File: config.mk
export PLATFORM = sky130hd
export DESIGN_NAME = rgar_top
export DESIGN_NICKNAME = d
export VERILOG_FILES = /design/src/include/rgar_pkg.sv /design/src/verilog/rgar_top.sv
export SDC_FILE = /design/constraint.sdc
export NUM_CORES = 1
export LEC_CHECK = 0
export BUFFER_PORTS_ARGS = -buffer_cell sky130_fd_sc_hd__buf_2
export CAP_MARGIN = 30
export CORE_MARGIN = 1
export CORE_UTILIZATION = 50
export DETAILED_ROUTE_END_ITERATION = 12
export GPL_ROUTABILITY_DRIVEN = 0
export GPL_TIMING_DRIVEN = 0
export PLACE_DENSITY = 0.72
export SYNTH_ARGS = -nofsm -noshare
export SYNTH_HDL_FRONTEND = slang
export SYNTH_SLANG_ARGS = --single-unit
export TNS_END_PERCENT = 1
File: constraint.sdc
create_clock -name sys_clk -period 1.8 [get_ports sys_clk]
set_input_delay 0.18 -clock sys_clk [delete_from_list [all_inputs] [get_ports sys_clk]]
set_output_delay 0.18 -clock sys_clk [all_outputs]
set_load 0.02 [all_outputs]
File: src/include/rgar_pkg.sv
// Package for the radio pin-routing, antenna-switch and signal-strength block.
// Assumes one 100 MHz clock and an 8-bit register port with one-cycle read latency.
package rgar_pkg;
   localparam logic [7:0] OFS_OPCTL2 = 8'h08;
   localparam logic [7:0] OFS_PIN0_CFG = 8'h0B;
   localparam logic [7:0] OFS_PIN1_CFG = 8'h0C;
   localparam logic [7:0] OFS_PIN2_CFG = 8'h0D;
   localparam logic [7:0] OFS_IO_CFG = 8'h0E;
   localparam logic [7:0] OFS_STRENGTH = 8'h26;
   localparam logic [7:0] OFS_THRESHOLD = 8'h27;
   localparam logic [7:0] OFS_RADIO_STAT = 8'h04;
   localparam logic [7:0] RST_ZERO = 8'h00;
   localparam logic [7:0] UNMAPPED_DATA = 8'h00;
   // Bit position of the clear-channel flag in the second status register
   localparam int CCA_BIT = 4;
   // Function codes
   localparam logic [4:0] FN_DEFAULT = 5'h00;
   localparam logic [4:0] FN_DIRECT_IO = 5'h0A;
   localparam logic [4:0] FN_CCA = 5'h0E;
   localparam logic [4:0] FN_TRANSMIT_RECEIVE_SWITCH_TX = 5'h12;
   localparam logic [4:0] FN_TRANSMIT_RECEIVE_SWITCH_RX = 5'h13;
   localparam logic [4:0] FN_ANT1 = 5'h17;
   localparam logic [4:0] FN_ANT2 = 5'h18;
   localparam logic [4:0] FN_VDD = 5'h1D;
   localparam logic [4:0] FN_GND = 5'h1F;
   // Antenna-control codes
   localparam logic [2:0] AC_FIX01 = 3'h0;
   localparam logic [2:0] AC_FIX10 = 3'h1;
   localparam logic [2:0] AC_FIX01H = 3'h2;
   localparam logic [2:0] AC_FIX10H = 3'h3;
   // Toggle period of the hunting antenna switch, in nanoseconds, then in cycles
   localparam int TOGGLE_NS = 10000;
   localparam int TOGGLE_CYC = TOGGLE_NS / 10;
   localparam logic [9:0] TOGGLE_LAST = 10'(TOGGLE_CYC - 1);
   // Strength sampling window per antenna in preamble, in cycles
   localparam logic [9:0] DWELL_LAST = 10'(TOGGLE_CYC - 1);

   typedef enum logic [2:0] {
      RGAR_IDLE = 3'b000,
      RGAR_HUNT = 3'b001,
      RGAR_MEAS_A = 3'b010,
      RGAR_MEAS_B = 3'b011,
      RGAR_HOLD = 3'b100
   } rgar_div_t;

   typedef struct packed {
      logic [1:0] pinDriveStrength;
      logic pinPullupEnable;
      logic [4:0] pinFunctionSelect;
   } rgar_pincfg_t;

   typedef struct packed {
      logic shutdown;
      logic rxOn;
      logic txOn;
      logic porFlag;
      logic mcuClk;
      logic preambleDet;
      logic syncDet;
      logic strengthTick;
   } rgar_radio_t;

   typedef struct packed {
      logic [7:0] addr;
      logic [7:0] wdata;
      logic wr;
      logic rd;
   } rgar_bus_t;
endpackage

File: src/verilog/rgar_top.sv
// Pin routing, antenna-diversity switch control and signal-strength flag logic.
// Assumes radio status inputs synchronous to sys_clk; strength arrives as 8-bit word.
//
// Decided for this implementation: strobed register access.
module rgar_top
   import rgar_pkg::*;
(
   input wire logic sys_clk,
   input wire logic srst,
   input wire rgar_bus_t bus,
   output logic [7:0] rdData,
   input wire rgar_radio_t radio,
   input wire logic [7:0] strengthIn,
   input wire logic [2:0] pinIn,
   output logic [2:0] pinOut,
   output logic [2:0] pinOe,
   output logic [5:0] pinDrive,
   output logic [2:0] pinPullup,
   output logic antennaSwitchOut
);
   logic [7:0] opCtl2_q;
   rgar_pincfg_t pinCfg_q [3];
   logic [7:0] ioCfg_q;
   logic [7:0] threshold_q;
   logic [7:0] strength_q;
   logic ccaFlag_q;
   logic [7:0] rdData_q;
   rgar_div_t divState_q;
   logic divAnt_q;
   logic [9:0] divCnt_q;
   logic [7:0] measA_q;
   logic rxOnPrev_q;
   logic preamblePrev_q;
   logic ant1;
   logic ant2;
   logic inPacketMode;
   logic divMode;
   logic [2:0] antCode;

   // Shared register-write decode
   function automatic logic wrHit(rgar_bus_t b, logic [7:0] ofs);
      return b.wr && (b.addr == ofs);
   endfunction

   assign antCode = opCtl2_q[7:5];
   assign inPacketMode = radio.rxOn | radio.txOn;
   assign divMode = antCode[2];

   // Writable configuration; threshold resets to zero
   always_ff @(posedge sys_clk) begin
      if (srst) begin
         opCtl2_q <= RST_ZERO;
         ioCfg_q <= RST_ZERO;
         threshold_q <= RST_ZERO;
      end else begin
         if (wrHit(bus, OFS_OPCTL2)) opCtl2_q <= bus.wdata;
         if (wrHit(bus, OFS_IO_CFG)) ioCfg_q <= bus.wdata;
         if (wrHit(bus, OFS_THRESHOLD)) threshold_q <= bus.wdata;
      end
   end

   // Per-pin configuration registers
   genvar gi;
   generate
      for (gi = 0; gi < 3; gi++) begin : g_cfg
         always_ff @(posedge sys_clk) begin
            if (srst) begin
               pinCfg_q[gi] <= rgar_pincfg_t'(RST_ZERO);
            end else if (wrHit(bus, OFS_PIN0_CFG + 8'(gi))) begin
               pinCfg_q[gi] <= rgar_pincfg_t'(bus.wdata);
            end
         end
      end
   endgenerate

   // Strength sampled only on the radio's update tick, once per four bit times
   always_ff @(posedge sys_clk) begin
      if (srst) begin
         strength_q <= RST_ZERO;
      end else if (radio.strengthTick) begin
         strength_q <= strengthIn;
      end
   end

   // Clear-channel decision at preamble detection; the event beats the clear while receive is off
   always_ff @(posedge sys_clk) begin
      if (srst) begin
         ccaFlag_q <= 1'b0;
      end else if (radio.preambleDet && !preamblePrev_q) begin
         ccaFlag_q <= strength_q > threshold_q;
      end else if (!radio.rxOn) begin
         ccaFlag_q <= 1'b0;
      end
   end

   // Read port, data stands the cycle after the strobe
   always_ff @(posedge sys_clk) begin
      if (srst) begin
         rdData_q <= UNMAPPED_DATA;
      end else if (bus.rd) begin
         case (bus.addr)
            OFS_OPCTL2: rdData_q <= opCtl2_q;
            OFS_PIN0_CFG: rdData_q <= pinCfg_q[0];
            OFS_PIN1_CFG: rdData_q <= pinCfg_q[1];
            OFS_PIN2_CFG: rdData_q <= pinCfg_q[2];
            OFS_IO_CFG: rdData_q <= {ioCfg_q[7:3], pinIn};
            OFS_STRENGTH: rdData_q <= strength_q;
            OFS_THRESHOLD: rdData_q <= threshold_q;
            OFS_RADIO_STAT: rdData_q <= 8'(ccaFlag_q) << CCA_BIT;
            default: rdData_q <= UNMAPPED_DATA;
         endcase
      end else begin
         rdData_q <= UNMAPPED_DATA;
      end
   end
   assign rdData = rdData_q;

   // Edge history for receive entry and preamble detection
   always_ff @(posedge sys_clk) begin
      if (srst) begin
         rxOnPrev_q <= 1'b0;
         preamblePrev_q <= 1'b0;
      end else begin
         rxOnPrev_q <= radio.rxOn;
         preamblePrev_q <= radio.preambleDet;
      end
   end

   // Diversity engine: hunt, measure each antenna, hold the winner
   always_ff @(posedge sys_clk) begin
      if (srst) begin
         divState_q <= RGAR_IDLE;
         divAnt_q <= 1'b0;
         divCnt_q <= '0;
         measA_q <= RST_ZERO;
      end else if (!divMode || !inPacketMode) begin
         // Antenna kept so the next transmit reuses it
         divState_q <= RGAR_IDLE;
         divCnt_q <= '0;
      end else begin
         case (divState_q)
            RGAR_IDLE: begin
               divCnt_q <= '0;
               if (radio.rxOn && !rxOnPrev_q) begin
                  // Beacon variant measures right away, packet expected at enable
                  divState_q <= antCode[1] ? RGAR_MEAS_A : RGAR_HUNT;
                  divAnt_q <= 1'b0;
               end
            end
            RGAR_HUNT: begin
               // Alternate until the packet shows up
               if (radio.preambleDet) begin
                  divState_q <= RGAR_MEAS_A;
                  divAnt_q <= 1'b0;
                  divCnt_q <= '0;
               end else if (divCnt_q == TOGGLE_LAST) begin
                  divAnt_q <= ~divAnt_q;
                  divCnt_q <= '0;
               end else begin
                  divCnt_q <= divCnt_q + 10'd1;
               end
            end
            RGAR_MEAS_A: begin
               if (divCnt_q == DWELL_LAST) begin
                  measA_q <= strength_q;
                  divAnt_q <= 1'b1;
                  divCnt_q <= '0;
                  divState_q <= RGAR_MEAS_B;
               end else begin
                  divCnt_q <= divCnt_q + 10'd1;
               end
            end
            RGAR_MEAS_B: begin
               if (divCnt_q == DWELL_LAST) begin
                  divAnt_q <= strength_q > measA_q;
                  divState_q <= RGAR_HOLD;
               end else begin
                  divCnt_q <= divCnt_q + 10'd1;
               end
            end
            RGAR_HOLD: begin
               // Stay on the winner until receive and transmit both end
               if (!radio.rxOn && !radio.txOn) divState_q <= RGAR_IDLE;
            end
            default: divState_q <= RGAR_IDLE;
         endcase
      end
   end

   // Antenna outputs from control code and radio state
   always_comb begin
      if (!inPacketMode) begin
         // Even codes low except 010, odd codes high except 001
         ant1 = (antCode == AC_FIX10) ? 1'b0 : antCode[0] | (antCode == AC_FIX01H);
      end else if (divMode) begin
         ant1 = ~divAnt_q;
      end else begin
         ant1 = (antCode == AC_FIX10) || (antCode == AC_FIX10H);
      end
      ant2 = inPacketMode ? ~ant1 : ant1;
   end

   // Dedicated antenna pin mirrors the second antenna function
   assign antennaSwitchOut = radio.shutdown ? 1'b0 : ant2;

   // Per-pin function mux, drive and pull-up
   generate
      for (gi = 0; gi < 3; gi++) begin : g_pin
         logic fnOut;
         always_comb begin
            case (pinCfg_q[gi].pinFunctionSelect)
               FN_DEFAULT: begin
                  // Pin-specific default
                  if (gi == 0) fnOut = radio.porFlag;
                  else if (gi == 1) fnOut = ~radio.porFlag;
                  else fnOut = radio.mcuClk;
               end
               FN_DIRECT_IO: fnOut = ioCfg_q[gi];
               FN_CCA: fnOut = ccaFlag_q;
               FN_TRANSMIT_RECEIVE_SWITCH_TX: fnOut = radio.txOn;
               FN_TRANSMIT_RECEIVE_SWITCH_RX: fnOut = radio.rxOn;
               FN_ANT1: fnOut = ant1;
               FN_ANT2: fnOut = ant2;
               FN_VDD: fnOut = 1'b1;
               FN_GND: fnOut = 1'b0;
               default: fnOut = 1'b0;
            endcase
         end
         // Shutdown pulls pads low, so the pin stays driven
         assign pinOut[gi] = radio.shutdown ? 1'b0 : fnOut;
         assign pinOe[gi] = 1'b1;
         assign pinDrive[2*gi+1:2*gi] = pinCfg_q[gi].pinDriveStrength;
         assign pinPullup[gi] = pinCfg_q[gi].pinPullupEnable;
         // Each routed function reaches its pad unless the radio is shut down
         pin_default_a: assert property (@(posedge sys_clk) disable iff (srst)
            (!radio.shutdown && pinCfg_q[gi].pinFunctionSelect == FN_DEFAULT) |->
            pinOut[gi] == ((gi == 0) ? radio.porFlag : (gi == 1) ? !radio.porFlag : radio.mcuClk))
            else $error("default pin function wrong");
         pin_dio_a: assert property (@(posedge sys_clk) disable iff (srst)
            (!radio.shutdown && pinCfg_q[gi].pinFunctionSelect == FN_DIRECT_IO) |->
            pinOut[gi] == ioCfg_q[gi])
            else $error("direct io pin wrong");
         pin_cca_a: assert property (@(posedge sys_clk) disable iff (srst)
            (!radio.shutdown && pinCfg_q[gi].pinFunctionSelect == FN_CCA) |->
            pinOut[gi] == ccaFlag_q)
            else $error("clear channel pin wrong");
         pin_ant1_a: assert property (@(posedge sys_clk) disable iff (srst)
            (!radio.shutdown && pinCfg_q[gi].pinFunctionSelect == FN_ANT1) |->
            pinOut[gi] == (inPacketMode ? !antennaSwitchOut : antennaSwitchOut))
            else $error("first antenna pin wrong");
         pin_ant2_a: assert property (@(posedge sys_clk) disable iff (srst)
            (!radio.shutdown && pinCfg_q[gi].pinFunctionSelect == FN_ANT2) |->
            pinOut[gi] == antennaSwitchOut)
            else $error("second antenna pin differs from dedicated pin");
         pin_tx_a: assert property (@(posedge sys_clk) disable iff (srst)
            (!radio.shutdown && pinCfg_q[gi].pinFunctionSelect == FN_TRANSMIT_RECEIVE_SWITCH_TX) |->
            pinOut[gi] == radio.txOn)
            else $error("transmit switch pin wrong");
         pin_rx_a: assert property (@(posedge sys_clk) disable iff (srst)
            (!radio.shutdown && pinCfg_q[gi].pinFunctionSelect == FN_TRANSMIT_RECEIVE_SWITCH_RX) |->
            pinOut[gi] == radio.rxOn)
            else $error("receive switch pin wrong");
         pin_vdd_a: assert property (@(posedge sys_clk) disable iff (srst)
            (!radio.shutdown && pinCfg_q[gi].pinFunctionSelect == FN_VDD) |->
            pinOut[gi])
            else $error("high pin function wrong");
         pin_gnd_a: assert property (@(posedge sys_clk) disable iff (srst)
            (!radio.shutdown && pinCfg_q[gi].pinFunctionSelect == FN_GND) |->
            !pinOut[gi])
            else $error("low pin function wrong");
      end
   endgenerate

   // Assertions
   shutdown_low_a: assert property (@(posedge sys_clk) disable iff (srst)
      radio.shutdown |-> (pinOut == 3'b000))
      else $error("pins not low in shutdown");
   dedicated_mirror_a: assert property (@(posedge sys_clk) disable iff (srst)
      !radio.shutdown |-> antennaSwitchOut == ant2)
      else $error("antenna pin differs from second output");
   fixed_levels_a: assert property (@(posedge sys_clk) disable iff (srst)
      (!radio.shutdown && antCode == AC_FIX01 && inPacketMode) |-> antennaSwitchOut)
      else $error("code 000 level wrong");
   idle_even_a: assert property (@(posedge sys_clk) disable iff (srst)
      (!radio.shutdown && divMode && !inPacketMode) |-> antennaSwitchOut == antCode[0])
      else $error("idle diversity level wrong");
   code011_idle_a: assert property (@(posedge sys_clk) disable iff (srst)
      (antCode == AC_FIX10H && !inPacketMode) |-> (ant1 && ant2))
      else $error("code 011 idle not high");
   cca_set_a: assert property (@(posedge sys_clk) disable iff (srst)
      (radio.preambleDet && !preamblePrev_q && strength_q > threshold_q) |=> ccaFlag_q)
      else $error("clear channel flag not set");
   thresh_reset_a: assert property (@(posedge sys_clk)
      srst |=> threshold_q == RST_ZERO)
      else $error("threshold reset wrong");
   strength_hold_a: assert property (@(posedge sys_clk) disable iff (srst)
      !radio.strengthTick |=> $stable(strength_q))
      else $error("strength changed off tick");
   hold_stable_a: assert property (@(posedge sys_clk) disable iff (srst)
      (divState_q == RGAR_HOLD && $past(divState_q) == RGAR_HOLD) |-> $stable(divAnt_q))
      else $error("antenna changed while held");
   hunt_toggle_a: assert property (@(posedge sys_clk) disable iff (srst)
      (divState_q == RGAR_HUNT && divCnt_q == TOGGLE_LAST && !radio.preambleDet && divMode
       && inPacketMode) |=> divAnt_q != $past(divAnt_q))
      else $error("hunt did not toggle");

   // Fixed levels, register port and the diversity sequence step by step
   fixed_rx_a: assert property (@(posedge sys_clk) disable iff (srst)
      (!radio.shutdown && !divMode && inPacketMode) |-> antennaSwitchOut == !antCode[0])
      else $error("fixed receive level wrong");
   strength_read_a: assert property (@(posedge sys_clk) disable iff (srst)
      (bus.rd && bus.addr == OFS_STRENGTH) |=> rdData == $past(strength_q))
      else $error("strength read wrong");
   thresh_read_a: assert property (@(posedge sys_clk) disable iff (srst)
      (bus.rd && bus.addr == OFS_THRESHOLD) |=> rdData == $past(threshold_q))
      else $error("threshold read wrong");
   thresh_write_a: assert property (@(posedge sys_clk) disable iff (srst)
      wrHit(bus, OFS_THRESHOLD) |=> threshold_q == $past(bus.wdata))
      else $error("threshold write lost");
   stat_read_a: assert property (@(posedge sys_clk) disable iff (srst)
      (bus.rd && bus.addr == OFS_RADIO_STAT) |=> rdData[CCA_BIT] == $past(ccaFlag_q))
      else $error("status read wrong");
   cca_clear_a: assert property (@(posedge sys_clk) disable iff (srst)
      (!radio.rxOn && !(radio.preambleDet && !preamblePrev_q)) |=> !ccaFlag_q)
      else $error("clear channel flag not cleared");
   idle_leave_a: assert property (@(posedge sys_clk) disable iff (srst)
      (!divMode || !inPacketMode) |=> divState_q == RGAR_IDLE)
      else $error("diversity not idle outside packets");
   hunt_start_a: assert property (@(posedge sys_clk) disable iff (srst)
      (divState_q == RGAR_IDLE && divMode && radio.rxOn && !rxOnPrev_q && !antCode[1]) |=>
      divState_q == RGAR_HUNT)
      else $error("hunt not started");
   beacon_start_a: assert property (@(posedge sys_clk) disable iff (srst)
      (divState_q == RGAR_IDLE && divMode && radio.rxOn && !rxOnPrev_q && antCode[1]) |=>
      divState_q == RGAR_MEAS_A)
      else $error("beacon measure not started");
   hunt_exit_a: assert property (@(posedge sys_clk) disable iff (srst)
      (divState_q == RGAR_HUNT && radio.preambleDet && divMode && inPacketMode) |=>
      (divState_q == RGAR_MEAS_A && !divAnt_q))
      else $error("preamble did not start measuring");
   meas_swap_a: assert property (@(posedge sys_clk) disable iff (srst)
      (divState_q == RGAR_MEAS_A && divCnt_q == DWELL_LAST && divMode && inPacketMode) |=>
      (divState_q == RGAR_MEAS_B && divAnt_q))
      else $error("second antenna not measured");
   meas_pick_a: assert property (@(posedge sys_clk) disable iff (srst)
      (divState_q == RGAR_MEAS_B && divCnt_q == DWELL_LAST && divMode && inPacketMode) |=>
      divAnt_q == ($past(strength_q) > $past(measA_q)))
      else $error("stronger antenna not chosen");
   tx_keep_a: assert property (@(posedge sys_clk) disable iff (srst)
      (divState_q == RGAR_HOLD && radio.txOn) |=> $stable(divAnt_q))
      else $error("transmit antenna changed");

   hunt_c: cover property (@(posedge sys_clk) divState_q == RGAR_HUNT);
   hold_c: cover property (@(posedge sys_clk) divState_q == RGAR_HOLD && divAnt_q);
   cca_c: cover property (@(posedge sys_clk) ccaFlag_q);
   beacon_c: cover property (@(posedge sys_clk) divState_q == RGAR_MEAS_A && antCode[1]);
   reuse_c: cover property (@(posedge sys_clk) divState_q == RGAR_HOLD && radio.txOn);
endmodule // rgar_top

==> results.cfg <==
[run]
maxCapViolCount = 0

[floorplanning]
io_pins = 63
num_rows = 35
start_util_pct = 52.3
core_mm2 = 0.00937
die_area_mm2 = 0.0102
die_x_um = 101
die_h_um = 101

[clock_network]
htreeDepth = 3
clk_latency_ns = 0.36
cts_tree = done
cts_sinks = 89
cts_buffers = 9
cts_buffer_depth = 2
cts_root_buf = clkbuf_8
path_clk_slew_ns = 0.09

[critical_path]
crit_chain = inv_2 > nand3_1 > a221oi_1 > o21ai_0 > a311oi_2 > buf_4
end_kind = output pin
cp_max_fo = 3
cpPeakStageDelay_ns = 0.47
cp-startpoint = pinCfg_q[0][1]
crit_type = flip-flop to output pin
rr_endpoint = divState_q[0]
cp.depth = 6
r2r_slack_ns = -0.05
path_buf_inv = 2
cp-start-kind = flip-flop
critPathSlowestCell = edfxtp_1
crit_end = pinOut[0]
critPathTopFamily = compound AO/OA/AOI/OAI gates
arrival_ns = 1.91
reg2regPathDepth = 6
r2r-start = divState_q[2]
required_ns = 1.62

[cells_and_area]
final_area_mm2 = 0.00580
layout_commonest_cell = nor2_1
seq_area_mm2 = 0.00203
multi_input_area_mm2 = 0.00271
n_antenna_cell = 0
nFillCells = 852
final_util_pct = 61.9
area_growth_pct = 18.3
drive_above_1_share_pct = 25.4
final_cells = 750
mostFrequentLayoutCells = nor2_1 (67), buf_2 (61), dfxtp_1 (58)
num-nets-final = 672

[timing]
finalClockSkew_ns = 0.0134
grt_setup_unrepaired = true
drv_slew = 0
post-route-period-util_pct = 116
setup_viol = 6
slew_headroom_pct = 58.7
fmax_mhz = 478
hold_violations = 0
tightest_slew_ns = 0.614
setup_tns_ns = -0.918
final.min_clock_period_ns = 2.09
setup_ws_ns = -0.292

[route]
num_vias = 4403
wire_per_inst_um = 17.7
final_antenna_net_count = 0
first_pass_iters = 5
drc = 0
wl_um = 13300
drtIter0Drc = 279
viasPerCell = 5.87

[grt]
grt_overflow = 0
grt_pass1_wl_um = 20700
grt_max_degree = 16
grt_use_total_pct = 26.7
antenna_found_initial = 0
grt_pass1_vias = 4054

[synthesis]
synth_ff_type = dfxtp_1
synth_seq_cells = 89
syn-instance-count = 535
yosys_warnings = 0
synth-edff-count = 24
async_reset_ff_share_pct = 0
yosysSeqAreaShare_pct = 41.2
syn_area_mm2 = 0.00491
ys_types = 62
syn_area_per_cell_um2 = 9.17

[place]
place_inst = 721
port_buffers = 55
hpwl_um = 9430
dpl_cell_area_mm2 = 0.00535
post-place-ws_ns = -0.367

[hold_path]
hold_start = strengthIn[4]
worstHoldPathType = input pin to flip-flop

[pwr]
leakage_nw = 2.34
powerDensity_mw_per_mm2 = 689
ir_drop_mv = 0.432

[run_status]
violations = negative setup slack
status = finished, violations left
==> kinds of logic (layout without fill, tap and decap cells) <==
| family | Yosys count | in the layout | share of synthesized area (%) |
|---|---|---|---|
| other | 1 | 3 | 0.0764 |
| AOI/OAI and AO/OA | 111 | 111 | 16.0 |
| muxes | 46 | 46 | 9.59 |
| and+or+nand+nor | 198 | 198 | 21.2 |
| adders and majority gates | 17 | 17 | 4.34 |
| xor gates and xnor gates | 7 | 7 | 1.25 |
| DFF | 89 | 89 | 41.2 |
| buffers and inverters | 66 | 150 | 6.30 |
==> power breakdown <==
part | internal, mW | switching (mW) | total (mW)
registers | 2.09 | 0.0567 | 2.15
logic | 0.200 | 0.269 | 0.469
clock network | 0.631 | 0.749 | 1.38
total | 2.92 | 1.07 | 4.00
==> timing repair <==
item,CTS,global route
endpoints found under the setup margin,30,30
pin swaps,8,8
gates resized for setup,22,25
buffers inserted,7,6
hold buffers,0,0
==> worst min-delay path: cells and delay by family <==
kind | cells | cell delay, ns
simple gates | 1 | 0.07
buf+inv | 1 | 0.08
mux | 1 | 0.05
==> cells in the mapped netlist (2+ instances only) <==
cell	instances	area share, %
nor2_1	69	5.3
dfxtp_1	65	27
mux2i_1	38	7.8
inv_1	28	2.1
and2_1	26	3.3
nand2_1	26	2.0
edfxtp_1	24	15
o21ai_0	19	1.9
ha_1	17	4.3
a21oi_1	16	1.6
a22oi_1	15	2.3
clkbuf_1	15	1.1
nand3_1	15	1.5
o21a_1	14	2.1
buf_4	13	2.0
nor3_1	11	1.1
buf_2	10	1.0
a32oi_1	8	1.4
mux2_2	8	1.8
nor2b_1	8	1.0
nand4_1	7	0.89
nand2b_1	6	0.77
nor4_1	5	0.64
xnor2_1	5	0.89
o211ai_1	4	0.61
a211oi_1	3	0.46
a221oi_1	3	0.54
a31o_2	3	0.54
a31oi_1	3	0.38
nand3b_1	3	0.46
o211a_1	3	0.61
o21ai_1	3	0.31
or3_1	3	0.38
or4_1	3	0.46
a21o_1	2	0.31
a311oi_1	2	0.36
nand3_2	2	0.41
nor4_2	2	0.51
nor4bb_1	2	0.41
o221a_2	2	0.46
o311a_1	2	0.41
xor2_1	2	0.36
==> area by class of cell <==
type,instances,share of cell area [%]
plain buffers,38,3.62
clock buffers,11,2.80
clock inverters,5,0.582
inverters,28,1.81
multi-input cells,382,46.7
flip-flops and latches,89,35.0
well taps,129,2.78
repair buffers,68,6.68
==> worst min path at each step <==
stage / endpoint / slack, ns / cells after the start
global placement: strength_q[2] / 0.42 / 3
floorplan: preamblePrev_q / 0.31 / 1
detailed placement: strength_q[4] / 0.43 / 3
CTS: strength_q[4] / 0.05 / 3
global route: strength_q[4] / 0.05 / 3
finish: strength_q[4] / 0.05 / 3
==> state kept, by name, indices dropped and copies added, names as in the netlist, 3 cells and up <==
name         cells
pinCfg_q        24
ioCfg_q          8
divState_q       3
threshold_q      8
divCnt_q        10
opCtl2_q         8
strength_q       8
measA_q          8
rdData           8
==> stage by stage <==
step	power [mW]	hold WS, ns
floorplan	2.44	0.308
global placement	2.59	0.415
detailed placement	2.60	0.426
CTS	3.97	0.0499
global route	4.13	0.0532
finish	4.00	0.0533
==> metal layers <==
metal	part of all wire, %	track usage, %	up-vias
met5	0	0	-
met4	3.8	12.0	0
met3	6.1	2.70	34
met2	45	41.4	205
met1	45	37.5	2085
li1	-	-	2079
Note: power is estimated with default switching activity, not from simulation.
